**src/core/sfp_defs.svh**
```systemverilog
`ifndef SFP_DEFS_SVH
`define SFP_DEFS_SVH

// ==========================================================
// instruction codes
`define SFP_OP_UNLOCK 8'h06
`define SFP_OP_LOCK 8'h04
`define SFP_OP_STAT_RD 8'h05
`define SFP_OP_STAT_WR 8'h01
`define SFP_OP_PAGE_WR 8'h02
`define SFP_OP_BLK_CLR 8'hD8
`define SFP_OP_ALL_CLR 8'hC7
`define SFP_OP_SLEEP 8'hB9
`define SFP_OP_WAKE 8'hAB

// ==========================================================
// frame bit counts
`define SFP_CNT_OP 12'h008
`define SFP_CNT_STAT_WR 12'h010
`define SFP_CNT_ADDR 12'h020
`define SFP_CNT_PAGE 12'h028
`define SFP_CNT_MAX 12'hFFF
`define SFP_CAP_A15 12'h010
`define SFP_BIT_IN_BYTE 2:0

// ==========================================================
// status byte layout
`define SFP_SR_LOCK 7
`define SFP_SR_HI 3
`define SFP_SR_LO 2
`define SFP_SR_LATCH 1
`define SFP_SR_BUSY 0

// ==========================================================
// register map
`define SFP_ADR_CTRL 8'h00
`define SFP_ADR_STAT 8'h04
`define SFP_ADR_LAST 8'h08
`define SFP_CTRL_SUPPLY 0
`define SFP_RST_SUPPLY 1'b1

// ==========================================================
// timing
`define SFP_CLK_NS 5
`define SFP_PUW_NS 10000
`define SFP_PUW_CYC (16'((`SFP_PUW_NS + `SFP_CLK_NS - 1) / `SFP_CLK_NS))
`define SFP_WCYC_NS 2000
`define SFP_WCYC_CYC (16'(`SFP_WCYC_NS / `SFP_CLK_NS))

`endif

```
**src/core/sfp_pkg.sv**
```systemverilog
package sfp_pkg;

    // ==========================================================
    // pin group
    typedef struct packed {
        logic sck;
        logic selN;
        logic mosi;
        logic pauseN;
        logic protectN;
    } sfp_pin_t;

    // ==========================================================
    // whole block state
    typedef struct packed {
        sfp_pin_t syncA;
        sfp_pin_t syncB;
        logic sckPrev;
        logic selPrev;
        logic paused;
        logic [7:0] shift;
        logic [11:0] bitCnt;
        logic [7:0] opcode;
        logic [7:0] statData;
        logic addrHi;
        logic latch;
        logic lockBit;
        logic areaHi;
        logic areaLo;
        logic busy;
        logic [15:0] busyCnt;
        logic dpd;
        logic [15:0] puwCnt;
        logic puwDone;
        logic supplyOk;
        logic [7:0] lastOp;
        logic lastRej;
        logic miso;
        logic oe;
        logic ack;
        logic [31:0] rdat;
    } sfp_state_t;

endpackage

```
**src/core/sfp_flash_guard.sv**
```systemverilog
`timescale 1ns/1ps
`include "sfp_defs.svh"

module sfp_flash_guard
    import sfp_pkg::*;
(
    // clock, reset, enable
    input wire logic clk,
    input wire logic rstn,
    input wire logic clkEn,
    // flash pins
    input wire sfp_pin_t pinIn,
    output logic misoOut,
    output logic misoOe,
    // wishbone slave
    input wire logic wbCyc,
    input wire logic wbStb,
    input wire logic wbWe,
    input wire logic [7:0] wbAdr,
    input wire logic [3:0] wbSel,
    input wire logic [31:0] wbDatI,
    output logic wbAck,
    output logic [31:0] wbDatO
);

    // ==========================================================
    // helpers
    function automatic logic [7:0] statusByte(input sfp_state_t s);
        logic [7:0] b;
        b = 8'h00;
        b[`SFP_SR_LOCK] = s.lockBit;
        b[`SFP_SR_HI] = s.areaHi;
        b[`SFP_SR_LO] = s.areaLo;
        b[`SFP_SR_LATCH] = s.latch;
        b[`SFP_SR_BUSY] = s.busy;
        return b;
    endfunction

    function automatic logic onByte(input logic [11:0] cnt);
        return cnt[`SFP_BIT_IN_BYTE] == 3'h0;
    endfunction

    // ==========================================================
    // state
    sfp_state_t st;
    sfp_state_t nxt;
    logic selected;
    logic sckRise;
    logic sckFall;
    logic selRise;
    logic hardNow;
    logic writeOk;
    logic protBlk;
    logic accept;
    logic isMod;
    logic [7:0] newShift;
    logic [7:0] sb;

    // only the second sync stage is looked at
    assign selected = !st.syncB.selN;
    assign sckRise = st.syncB.sck && !st.sckPrev;
    assign sckFall = !st.syncB.sck && st.sckPrev;
    assign selRise = st.syncB.selN && !st.selPrev;
    assign hardNow = st.lockBit && !st.syncB.protectN;
    assign writeOk = st.puwDone && st.supplyOk;
    assign protBlk = st.areaHi && st.areaLo;
    assign newShift = {st.shift[6:0], st.syncB.mosi};
    assign sb = statusByte(st);

    // ==========================================================
    // next state
    always_comb
    begin
        accept = 1'b0;
        isMod = 1'b0;
        nxt = st;
        nxt.syncA = pinIn;
        nxt.syncB = st.syncA;
        // edges tracked even when paused, so no false edge at resume
        nxt.sckPrev = st.syncB.sck;
        nxt.selPrev = st.syncB.selN;

        // power-up write delay
        if (!st.puwDone)
        begin
            nxt.puwCnt = st.puwCnt + 16'h1;
            if (st.puwCnt == `SFP_PUW_CYC - 16'h1)
            begin
                nxt.puwDone = 1'b1;
            end
        end

        // internal cycle runs regardless of pause
        if (st.busy)
        begin
            if (st.busyCnt == 16'h0)
            begin
                nxt.busy = 1'b0;
            end
            else
            begin
                nxt.busyCnt = st.busyCnt - 16'h1;
            end
        end

        // pause follows its pin only while clock is low
        if (selected)
        begin
            if (!st.syncB.sck)
            begin
                nxt.paused = !st.syncB.pauseN;
            end
        end
        else
        begin
            nxt.paused = 1'b0;
        end

        // serial shift, frozen while paused
        if (selected && !st.paused)
        begin
            if (sckRise)
            begin
                nxt.shift = newShift;
                if (st.bitCnt != `SFP_CNT_MAX)
                begin
                    nxt.bitCnt = st.bitCnt + 12'h1;
                end
                if (st.bitCnt == `SFP_CNT_OP - 12'h1)
                begin
                    nxt.opcode = newShift;
                end
                if (st.bitCnt == `SFP_CNT_STAT_WR - 12'h1)
                begin
                    nxt.statData = newShift;
                end
                if (st.bitCnt == `SFP_CAP_A15)
                begin
                    nxt.addrHi = st.syncB.mosi;
                end
            end
            if (sckFall && st.opcode == `SFP_OP_STAT_RD && st.bitCnt >= `SFP_CNT_OP)
            begin
                nxt.miso = sb[~st.bitCnt[`SFP_BIT_IN_BYTE]];
            end
        end

        // end of frame: decide, then clear the interface
        if (selRise)
        begin
            if (!st.paused && st.bitCnt >= `SFP_CNT_OP)
            begin
                nxt.lastOp = st.opcode;
                if (st.dpd)
                begin
                    if (st.opcode == `SFP_OP_WAKE)
                    begin
                        nxt.dpd = 1'b0;
                    end
                end
                else if (!st.busy)
                begin
                    case (st.opcode)
                        `SFP_OP_UNLOCK:
                        begin
                            nxt.latch = 1'b1;
                        end
                        `SFP_OP_LOCK:
                        begin
                            nxt.latch = 1'b0;
                        end
                        `SFP_OP_SLEEP:
                        begin
                            nxt.dpd = 1'b1;
                        end
                        `SFP_OP_STAT_WR:
                        begin
                            isMod = 1'b1;
                            accept = onByte(st.bitCnt) && st.bitCnt >= `SFP_CNT_STAT_WR && !hardNow;
                        end
                        `SFP_OP_PAGE_WR:
                        begin
                            isMod = 1'b1;
                            accept = onByte(st.bitCnt) && st.bitCnt >= `SFP_CNT_PAGE && !protBlk;
                        end
                        `SFP_OP_BLK_CLR:
                        begin
                            isMod = 1'b1;
                            accept = onByte(st.bitCnt) && st.bitCnt == `SFP_CNT_ADDR && !protBlk;
                        end
                        `SFP_OP_ALL_CLR:
                        begin
                            isMod = 1'b1;
                            accept = st.bitCnt == `SFP_CNT_OP && !st.areaHi && !st.areaLo;
                        end
                        default:
                        begin
                        end
                    endcase
                    if (isMod)
                    begin
                        if (accept && st.latch && writeOk)
                        begin
                            nxt.busy = 1'b1;
                            nxt.busyCnt = `SFP_WCYC_CYC;
                            nxt.latch = 1'b0;
                            nxt.lastRej = 1'b0;
                            if (st.opcode == `SFP_OP_STAT_WR)
                            begin
                                nxt.lockBit = st.statData[`SFP_SR_LOCK];
                                nxt.areaHi = st.statData[`SFP_SR_HI];
                                nxt.areaLo = st.statData[`SFP_SR_LO];
                            end
                        end
                        else
                        begin
                            nxt.lastRej = 1'b1;
                        end
                    end
                end
            end
            nxt.bitCnt = 12'h000;
            nxt.shift = 8'h00;
            nxt.opcode = 8'h00;
        end

        // output driven only for a live status read
        nxt.oe = selected && !nxt.paused && !st.dpd && st.opcode == `SFP_OP_STAT_RD
            && st.bitCnt >= `SFP_CNT_OP;

        // wishbone: one-cycle ack, then low
        nxt.ack = wbCyc && wbStb && !st.ack;
        if (wbCyc && wbStb && !st.ack)
        begin
            if (wbWe && wbAdr == `SFP_ADR_CTRL && wbSel[0])
            begin
                nxt.supplyOk = wbDatI[`SFP_CTRL_SUPPLY];
            end
            case (wbAdr)
                `SFP_ADR_CTRL: nxt.rdat = {31'h0, st.supplyOk};
                `SFP_ADR_STAT: nxt.rdat = {20'h0, hardNow, st.puwDone, st.dpd, st.paused, sb};
                `SFP_ADR_LAST: nxt.rdat = {22'h0, st.lastRej, st.addrHi, st.lastOp};
                default: nxt.rdat = 32'h0;
            endcase
        end
    end

    // ==========================================================
    // registers; lock and area bits start clear
    always_ff @(posedge clk or negedge rstn)
    begin
        if (!rstn)
        begin
            st <= '0;
            st.syncA.selN <= 1'b1;
            st.syncA.pauseN <= 1'b1;
            st.syncA.protectN <= 1'b1;
            st.syncB.selN <= 1'b1;
            st.syncB.pauseN <= 1'b1;
            st.syncB.protectN <= 1'b1;
            st.selPrev <= 1'b1;
            st.supplyOk <= `SFP_RST_SUPPLY;
        end
        else if (clkEn)
        begin
            st <= nxt;
        end
    end

    assign misoOut = st.miso;
    assign misoOe = st.oe;
    assign wbAck = st.ack;
    assign wbDatO = st.rdat;

    // ==========================================================
    // checks
    property p_pause_quiet;
        @(posedge clk) disable iff (!rstn)
        st.paused |-> !misoOe;
    endproperty
    a_pause_quiet: assert property (p_pause_quiet) else $error("output driven while paused");

    property p_pause_freeze;
        @(posedge clk) disable iff (!rstn)
        (st.paused && $past(st.paused) && !st.syncB.selN) |-> ($stable(st.bitCnt) && $stable(st.shift));
    endproperty
    a_pause_freeze: assert property (p_pause_freeze) else $error("shift state moved during pause");

    property p_pause_clk_low;
        @(posedge clk) disable iff (!rstn)
        ($changed(st.paused) && $past(!st.syncB.selN)) |-> $past(!st.syncB.sck);
    endproperty
    a_pause_clk_low: assert property (p_pause_clk_low) else $error("pause changed with clock high");

    property p_start_latch;
        @(posedge clk) disable iff (!rstn)
        $rose(st.busy) |-> ($past(st.latch) && !st.latch);
    endproperty
    a_start_latch: assert property (p_start_latch) else $error("write latch wrong at cycle start");

    property p_start_byte;
        @(posedge clk) disable iff (!rstn)
        $rose(st.busy) |-> ($past(st.bitCnt[`SFP_BIT_IN_BYTE]) == 3'h0);
    endproperty
    a_start_byte: assert property (p_start_byte) else $error("cycle started off a byte boundary");

    property p_start_puw;
        @(posedge clk) disable iff (!rstn)
        $rose(st.busy) |-> ($past(st.puwDone) && $past(st.supplyOk));
    endproperty
    a_start_puw: assert property (p_start_puw) else $error("cycle started before power-up delay");

    property p_sleep_only_wake;
        @(posedge clk) disable iff (!rstn)
        $rose(st.busy) |-> !$past(st.dpd);
    endproperty
    a_sleep_only_wake: assert property (p_sleep_only_wake) else $error("cycle started in deep power-down");

    property p_hard_refuse;
        @(posedge clk) disable iff (!rstn)
        $past(hardNow) && !$past(st.busy) |-> ($stable(st.lockBit) && $stable(st.areaHi) && $stable(st.areaLo));
    endproperty
    a_hard_refuse: assert property (p_hard_refuse) else $error("status bits changed in hard guard");

    property p_all_clear;
        @(posedge clk) disable iff (!rstn)
        ($rose(st.busy) && st.lastOp == `SFP_OP_ALL_CLR) |-> ($past(!st.areaHi) && $past(!st.areaLo));
    endproperty
    a_all_clear: assert property (p_all_clear) else $error("whole clear ran with area guard set");

    property p_busy_no_change;
        @(posedge clk) disable iff (!rstn)
        ($past(st.busy) && st.busy) |-> ($stable(st.lockBit) && $stable(st.latch) && $stable(st.dpd));
    endproperty
    a_busy_no_change: assert property (p_busy_no_change) else $error("instruction obeyed while busy");

    property p_area_write;
        @(posedge clk) disable iff (!rstn)
        ($rose(st.busy) && (st.lastOp == `SFP_OP_PAGE_WR || st.lastOp == `SFP_OP_BLK_CLR))
            |-> !($past(st.areaHi) && $past(st.areaLo));
    endproperty
    a_area_write: assert property (p_area_write) else $error("write ran inside guarded area");

    property p_break_drop;
        @(posedge clk) disable iff (!rstn)
        ($past(clkEn) && $past(selRise) && $past(st.paused))
            |-> ($stable(st.latch) && $stable(st.lastOp) && st.bitCnt == 12'h000);
    endproperty
    a_break_drop: assert property (p_break_drop) else $error("frame obeyed after deselect in pause");

endmodule // sfp_flash_guard

```
**config.mk**
```make
export PLATFORM = sky130hd
export DESIGN_NAME = sfp_flash_guard
export DESIGN_NICKNAME = d
export VERILOG_FILES = /design/src/core/sfp_pkg.sv /design/src/core/sfp_flash_guard.sv
export VERILOG_INCLUDE_DIRS = /design/src /design/src/core
export SDC_FILE = /design/constraint.sdc
export NUM_CORES = 1
export LEC_CHECK = 0
export BUFFER_PORTS_ARGS = -buffer_cell sky130_fd_sc_hd__buf_2
export CORE_ASPECT_RATIO = 1.25
export CORE_UTILIZATION = 63
export CTS_BUF_LIST = sky130_fd_sc_hd__clkbuf_8
export DETAILED_ROUTE_END_ITERATION = 10
export HOLD_SLACK_MARGIN = 0.12
export PLACE_DENSITY = 0.88
export SYNTH_ARGS = -nofsm -noshare
export SYNTH_HDL_FRONTEND = slang
export SYNTH_SLANG_ARGS = --single-unit
```
**constraint.sdc**
```tcl
create_clock -name clk -period 5.4 [get_ports clk]
set_clock_uncertainty 0.2 [all_clocks]
set_input_delay 1.08 -clock clk [delete_from_list [all_inputs] [get_ports clk]]
set_output_delay 1.08 -clock clk [all_outputs]
set_load 0.02 [all_outputs]
```
==> results of run 1 <==
## flip-flops by register name (all words and copies together) (netlist names)
register,cells
wbAck,1
newShift,8
misoOut,1
sb,5
st,73
nxt,7
wbDatO,12
misoOe,1
## synthesized netlist by cell type, types with 10 or more instances
master,instances,share of area
dfrtp_1,100,0.46
o21ai_0,35,0.032
clkbuf_1,13,0.0090
nand4_1,12,0.014
nor2_1,38,0.026
xnor2_1,20,0.032
buf_4,33,0.046
xor2_1,10,0.016
inv_1,21,0.015
mux2_2,20,0.041
nand2_1,58,0.040
nor3_1,11,0.010
nand3_1,36,0.033
o31ai_1,12,0.017
## power by group
part | internal, mW | leakage (nW) | switching, mW
Sequential | 0.862 | 1.43 | 0.0556
Clock | 0.185 | 0.0985 | 0.278
Combinational | 0.0740 | 1.12 | 0.110
Total | 1.12 | 2.65 | 0.443
## metal layers
metal / routed length [microns] / GRT usage
met1: 4540 / 0.319
met4: 279 / 0.113
met2: 5220 / 0.411
met5: 0 / 0
met3: 457 / 0.0509
## kinds of logic after synthesis
family                   Yosys count  share of synthesized area
AND/OR/NAND/NOR                  220                      0.217
buffers and inverters             73                     0.0740
AO/OA/AOI/OAI                     84                      0.104
other                              1                   0.000691
XOR/XNOR                          30                     0.0484
flip-flops                       108                      0.500
multiplexers                      22                     0.0475
adder cells (fa/ha/maj)            4                    0.00922
## final timing paths
kind                       startpoint         to  slack [ps]  cells after the start
max                           st[121]    st[109]        2240                      6
min in group asynchronous        rstn  wbDatO[7]         610                      1
max in group asynchronous        rstn    st[124]        3350                      2
max reg2reg                   st[121]    st[109]        2240                      6
min                            st[56]     st[56]         280                      1
min reg2reg                    st[56]     st[56]         280                      1
## stage by stage
| stage | cell area (sq um) | hold WS, ps | util |
|---|---|---|---|
| global placement | 5490 | 256 | 0.663 |
| detailed placement | 5490 | 261 | 0.663 |
| global route | 5680 | 295 | 0.685 |
| CTS | 5680 | 277 | 0.685 |
| finish | 5680 | 281 | 0.685 |
| floorplan | 5500 | 238 | - |
## area by class of cell
type                    instances  area share
flip-flops and latches        108       0.478
multi-input cells             380       0.420
repair buffers                 37      0.0339
clock buffers                  10      0.0242
well taps                      97      0.0214
inverters                      21      0.0139
clock inverters                 6     0.00837
==> qor.yml, run 1 <==
outcome:
  status: "completed"
clock_network:
  clock-sinks: 108
  h-tree-depth: 3
  numCtsBuffers: 9
  cts_setup_buffers: 0
  cts_hold_buf: 0
  cts_tree: "done"
  clock_latency_ps: 380
  clockBufferDepth: 2
  post_cts_resize_count: 0
  clk_pin_slew_ps: 100
  root_buffer: "clkbuf_8"
setup_path:
  crit_buf_inv: 0
  start_kind: "register"
  slowest_stage: "nor4b_4"
  cp-end-kind: "register"
  critPathKind: "reg -> reg"
  crit_fanout: 19
  cp_top_family: "simple AND/OR/NAND/NOR gates"
  cp_data_arrival_time_ps: 3250
  slowest_delay_ps: 880
  cp_cell_sequence: "nor4b_4 -> o21ai_1 -> a31o_2 -> or2_2 -> nand2b_1 -> o21ai_0"
  timing.critical_path.required_ps: 5490
floorplan:
  die_h_microns: 106
  start_util: 0.655
  rows: 37
  dieArea_sq_um: 9000
  ios: 90
  die_x_microns: 85.0
  coreArea_sq_um: 8290
sta:
  grt_setup_unrepaired: "false"
  drv_slew: 0
  fin_ws_ps: 2240
  setup_tns_ps: 0
  final.period_utilization: 0.586
  slew_headroom: 0.243
  fmax_mhz: 316
  tightest_slew_ps: 1120
  final-setup-viol-count: 0
  hold_viol: 0
  fin_crit_ps: 3160
pwr:
  total_power_mw: 1.56
  irDropWorstVdd_uv: 124
  pwr_density_cell_nw_per_um2: 276
  total_leakage_power_nw: 2.65
global_routing:
  overflow: 0
  grt_max_degree: 75
  grt_use_total: 0.250
  grt_pass1_vias: 3809
  antenna_found_initial: 0
  grt_pass1_wl_microns: 17700
placement:
  gp_congestion: 0.879
  dp_cells: 643
  io_buffers: 35
  hpwlAfterDp_microns: 7430
  pre_cts_slack_ps: 2000
route:
  drt_first_pass_iters: 6
  vias: 4028
  routed_wl_microns: 10500
  wl_per_cell_microns: 15.9
  antenna_left: 0
  avgViaCountPerCell: 6.11
  drt_iter0_markers: 295
  route.detailed.drc: 0
synthesis:
  synth_cells: 542
  synth_ff_type: "dfrtp_1"
  ys_types: 66
  synth_seq_area_share: 0.500
  async_reset_ff_frac: 1.00
  ys_warn_count: 0
  synth-seq-cells: 108
  synth_area_sq_um: 5430
  synth_edf_count: 0
  avgSynthCellArea_sq_um: 10.0
cells_and_area:
  multi_input_area_sq_um: 2390
  final_cell_mix: "dfrtp_1 (100), nand2_1 (58), nor2_1 (38)"
  fillers: 593
  fin_cells: 659
  drive_gt1_frac: 0.171
  final_common_cell: "dfrtp_1"
  seqCellArea_sq_um: 2710
  syn_to_final_growth_pct: 4.56
  layout.nets: 616
  diodes: 0
worst_hold_path:
  worstHoldPathType: "reg -> reg"
run:
  max_cap_viol_count: 0
Power figures use the tool's default switching activity.
==> run 2: changes to the inputs <==
- ABC_AREA: unset -> 1
- CORE_UTILIZATION: 63 -> 59
- PLACE_DENSITY: 0.88 -> 0.83
- clock period: 5.4 -> 3.2 ns (I/O delays scaled with it)
==> qor.yml, run 2 <==
outcome:
  status: "completed"  # unchanged
clock_network:
  root_buffer: "clkbuf_8"  # unchanged
  clock_latency_ps: 390  # was 380 ps
  clk_pin_slew_ps: 100  # about the same
  clock-sinks: 108  # unchanged
  h-tree-depth: 3  # unchanged
  cts_tree: "done"  # unchanged
  numCtsBuffers: 9  # unchanged
  clockBufferDepth: 2  # unchanged
floorplan:
  rows: 39  # was 37
  die_h_microns: 112  # was 106 microns
  dieArea_sq_um: 10100  # was 9000 sq um
  start_util: 0.618  # was 0.655
  die_x_microns: 90.2  # was 85.0 microns
  ios: 90  # unchanged
  coreArea_sq_um: 9270  # was 8290 sq um
setup_path:
  critPathKind: "reg -> reg"  # unchanged
  critPathMostFrequentCell: "inv_2"
  cp_top_family: "simple AND/OR/NAND/NOR gates"  # unchanged
  cp-end-kind: "register"  # unchanged
  crit_buf_inv: 3  # was 0
  rr_worst_depth: 11  # was 6
  crit_start: "nxt[122]"  # was st[121]
  slowest_stage: "dfstp_2"  # was nor4b_4
  cp_cell_sequence: "inv_2 -> nor2_2 -> inv_2 -> nor2_4 -> inv_2 -> nand2_1 -> nand2_2 -> nor2_2 -> nand3_1 -> o21ai_0 -> a21oi_1"  # was nor4b_4 -> o21ai_1 -> a31o_2 -> or2_2 -> nand2b_1 -> o21ai_0
  slowest_delay_ps: 560  # was 880 ps
  crit_fanout: 15  # was 19
  cp_data_arrival_time_ps: 2520  # was 3250 ps
  timing.critical_path.required_ps: 3280  # was 5490 ps
  start_kind: "register"  # unchanged
  reg2reg_to: "st[112]"  # was st[109]
  path_depth: 11  # was 6
  cp-endpoint: "st[112]"  # was st[109]
  reg2reg_from: "nxt[122]"  # was st[121]
  r2r_slack_ps: 760  # was 2240 ps
pwr:
  internal_power_mw: 1.99  # was 1.12 mW
  comb_power_share: 0.107  # was 0.117
  irDropWorstVdd_uv: 249  # was 124 uV
  power.switching_mw: 0.736  # was 0.443 mW
  switching_share: 0.270  # was 0.283
  seqPwrFrac: 0.545  # was 0.587
  p_clk_frac: 0.348  # was 0.296
  total_leakage_power_nw: 3.15  # was 2.65 nW
  pwr_density_cell_nw_per_um2: 446  # was 276 nW/um^2
route:
  avgViaCountPerCell: 5.33  # was 6.11
  wl_per_cell_microns: 13.1  # was 15.9 microns
  routed_wl_microns: 11400  # was 10500 microns
  antenna_left: 0  # unchanged
  drt_first_pass_iters: 5  # was 6
  vias: 4662  # was 4028
  drt_iter0_markers: 261  # was 295
  route.detailed.drc: 0  # unchanged
sta:
  setup_tns_ps: 0  # unchanged
  slew_headroom: 0.572  # was 0.243
  hold_viol: 0  # unchanged
  final.period_utilization: 0.762  # was 0.586
  drv_slew: 0  # unchanged
  whs_ps: 249  # was 281 ps
  tightest_slew_ps: 642  # was 1120 ps
  grt_setup_unrepaired: "false"  # unchanged
  fmax_mhz: 410  # was 316 MHz
  final-setup-viol-count: 0  # unchanged
  fin_crit_ps: 2440  # was 3160 ps
placement:
  hpwlAfterDp_microns: 8480  # was 7430 microns
  gp_congestion: 0.961  # was 0.879
  io_buffers: 35  # unchanged
cells_and_area:
  multi_input_area_sq_um: 2370  # was 2390 sq um
  diodes: 0  # unchanged
  syn_to_final_growth_pct: 6.81  # was 4.56%
  max_flop_register: "st"  # unchanged
  seqCellArea_sq_um: 2710  # unchanged
  drive_gt1_frac: 0.134  # was 0.171
  fillers: 754  # was 593
  final_common_cell: "nand2_1"  # was dfrtp_1
  final_cell_mix: "nand2_1 (172), inv_1 (100), dfrtp_1 (100)"  # was dfrtp_1 (100), nand2_1 (58), nor2_1 (38)
  largest_reg_flops: 73  # unchanged
  layout.nets: 805  # was 616
synthesis:
  synth_ff_type: "dfrtp_1"  # unchanged
  synth_area_leaders: "dfrtp_1 (44%), nand2_1 (11%), inv_1 (6.6%)"  # was dfrtp_1 (46%), buf_4 (4.6%), mux2_2 (4.1%)
  avgSynthCellArea_sq_um: 7.98  # was 10.0 sq um
  yosysTopAreaCell: "dfrtp_1"  # unchanged
  ys_warn_count: 0  # unchanged
  synth-seq-cells: 108  # unchanged
  synth_edf_count: 0  # unchanged
  ys_types: 41  # was 66
  synth_area_sq_um: 5730  # was 5430 sq um
  netlist.area_leader.share: 0.437  # was 0.461
  synth_cells: 718  # was 542
  yosysMostFrequentCell: "nand2_1"  # was dfrtp_1
  synth_seq_area_share: 0.473  # was 0.500
  async_reset_ff_frac: 1.00  # unchanged
  synthTopCellsByCount: "nand2_1 (172), dfrtp_1 (100), inv_1 (100)"  # was dfrtp_1 (100), nand2_1 (58), nor2_1 (38)
run:
  max_cap_viol_count: 0  # unchanged
worst_hold_path:
  worstHoldPathType: "in -> reg"  # was reg -> reg
  min_path_cells: 3  # was 1
global_routing:
  antenna_found_initial: 0  # unchanged
  overflow: 0  # unchanged
  grt_pass1_vias: 4364  # was 3809
  grt_pass1_wl_microns: 19700  # was 17700 microns
  grt_max_degree: 51  # was 75
  grt_use_total: 0.244  # was 0.250
[run 2: cell types whose count changed after synthesis, moves of 7 or more]
cell and delta:
a21oi_1 +8, a22oi_1 -7, inv_1 +79, mux2_2 -20, nand2_1 +114, nand2b_1 -9
nand3_1 +9, nand4_1 +8, nor2_1 +24, nor3_1 +11, o21ai_0 +15, o31ai_1 -9
or3_1 -7, xnor2_1 -10
[run 2: worst min path at each step]
stage,startpoint,end,slack (ps)
6_report,pinIn[2],nxt[126],250
5_1_grt,pinIn[2],nxt[126],250
4_1_cts,pinIn[2],nxt[126],240
3_5_place_dp,nxt[127],nxt[127],260
3_3_place_gp,nxt[124],nxt[124],250
2_1_floorplan,rstn,misoOe,140
[run 2: area by class of cell]
type,count,share of cell area
tap,123,0.0251
sequential,108,0.443
multi-input combinational,478,0.388
clock buffer,10,0.0225
clock inverter,6,0.0155
inverter,107,0.0656
timing repair buffer,42,0.0401
[run 2: cells by family after synthesis]
group                      share of synthesized area
buffers and inverters                          0.125
and+or+nand+nor                                0.278
adders and majority gates                    0.00873
AOI/OAI and AO/OA                             0.0764
xor gates and xnor gates                      0.0367
DFF                                            0.473
other                                       0.000654
muxes                                        0.00175
[run 2: through the flow]
step | instances | total power [mW] | setup slack (ps) | util | instance area (sq um)
2_1_floorplan | 737 | 1.72 | 1230 | - | 5800
3_3_place_gp | 857 | 1.79 | 696 | 0.634 | 5880
3_5_place_dp | 857 | 1.80 | 644 | 0.634 | 5880
4_1_cts | 874 | 2.74 | 744 | 0.660 | 6120
5_1_grt | 874 | 2.84 | 547 | 0.660 | 6120
6_report | 874 | 2.73 | 762 | 0.660 | 6120
[run 2: metal layers]
metal	vias up	global-route usage	part of all wire
met2	133	0.426	0.51
li1	2281	-	-
met3	26	0.0440	0.041
met4	0	0.105	0.026
met5	-	0	0
met1	2222	0.297	0.42
[run 2: tightest hold or removal path: cells and delay by family]
| kind | cells | cell delay (ps) |
|---|---|---|
| buffers and inverters | 1 | 70 |
| and+or+nand+nor | 2 | 90 |
[run 2: what timing repair did]
action | 4_1_cts | 5_1_grt
gates resized for setup | 0 | 0
setup buffers | 0 | 0
hold buffers | 1 | 0
endpoints found under the hold margin | 34 | 0
[run 2: power by group through the flow]
stage | sequential (mW) | clock [mW] | combinational (mW)
2_1_floorplan | 1.50 | 0 | 0.219
3_3_place_gp | 1.51 | 0 | 0.279
3_5_place_dp | 1.51 | 0 | 0.290
4_1_cts | 1.49 | 0.965 | 0.293
5_1_grt | 1.50 | 1.02 | 0.331
6_report | 1.49 | 0.950 | 0.293
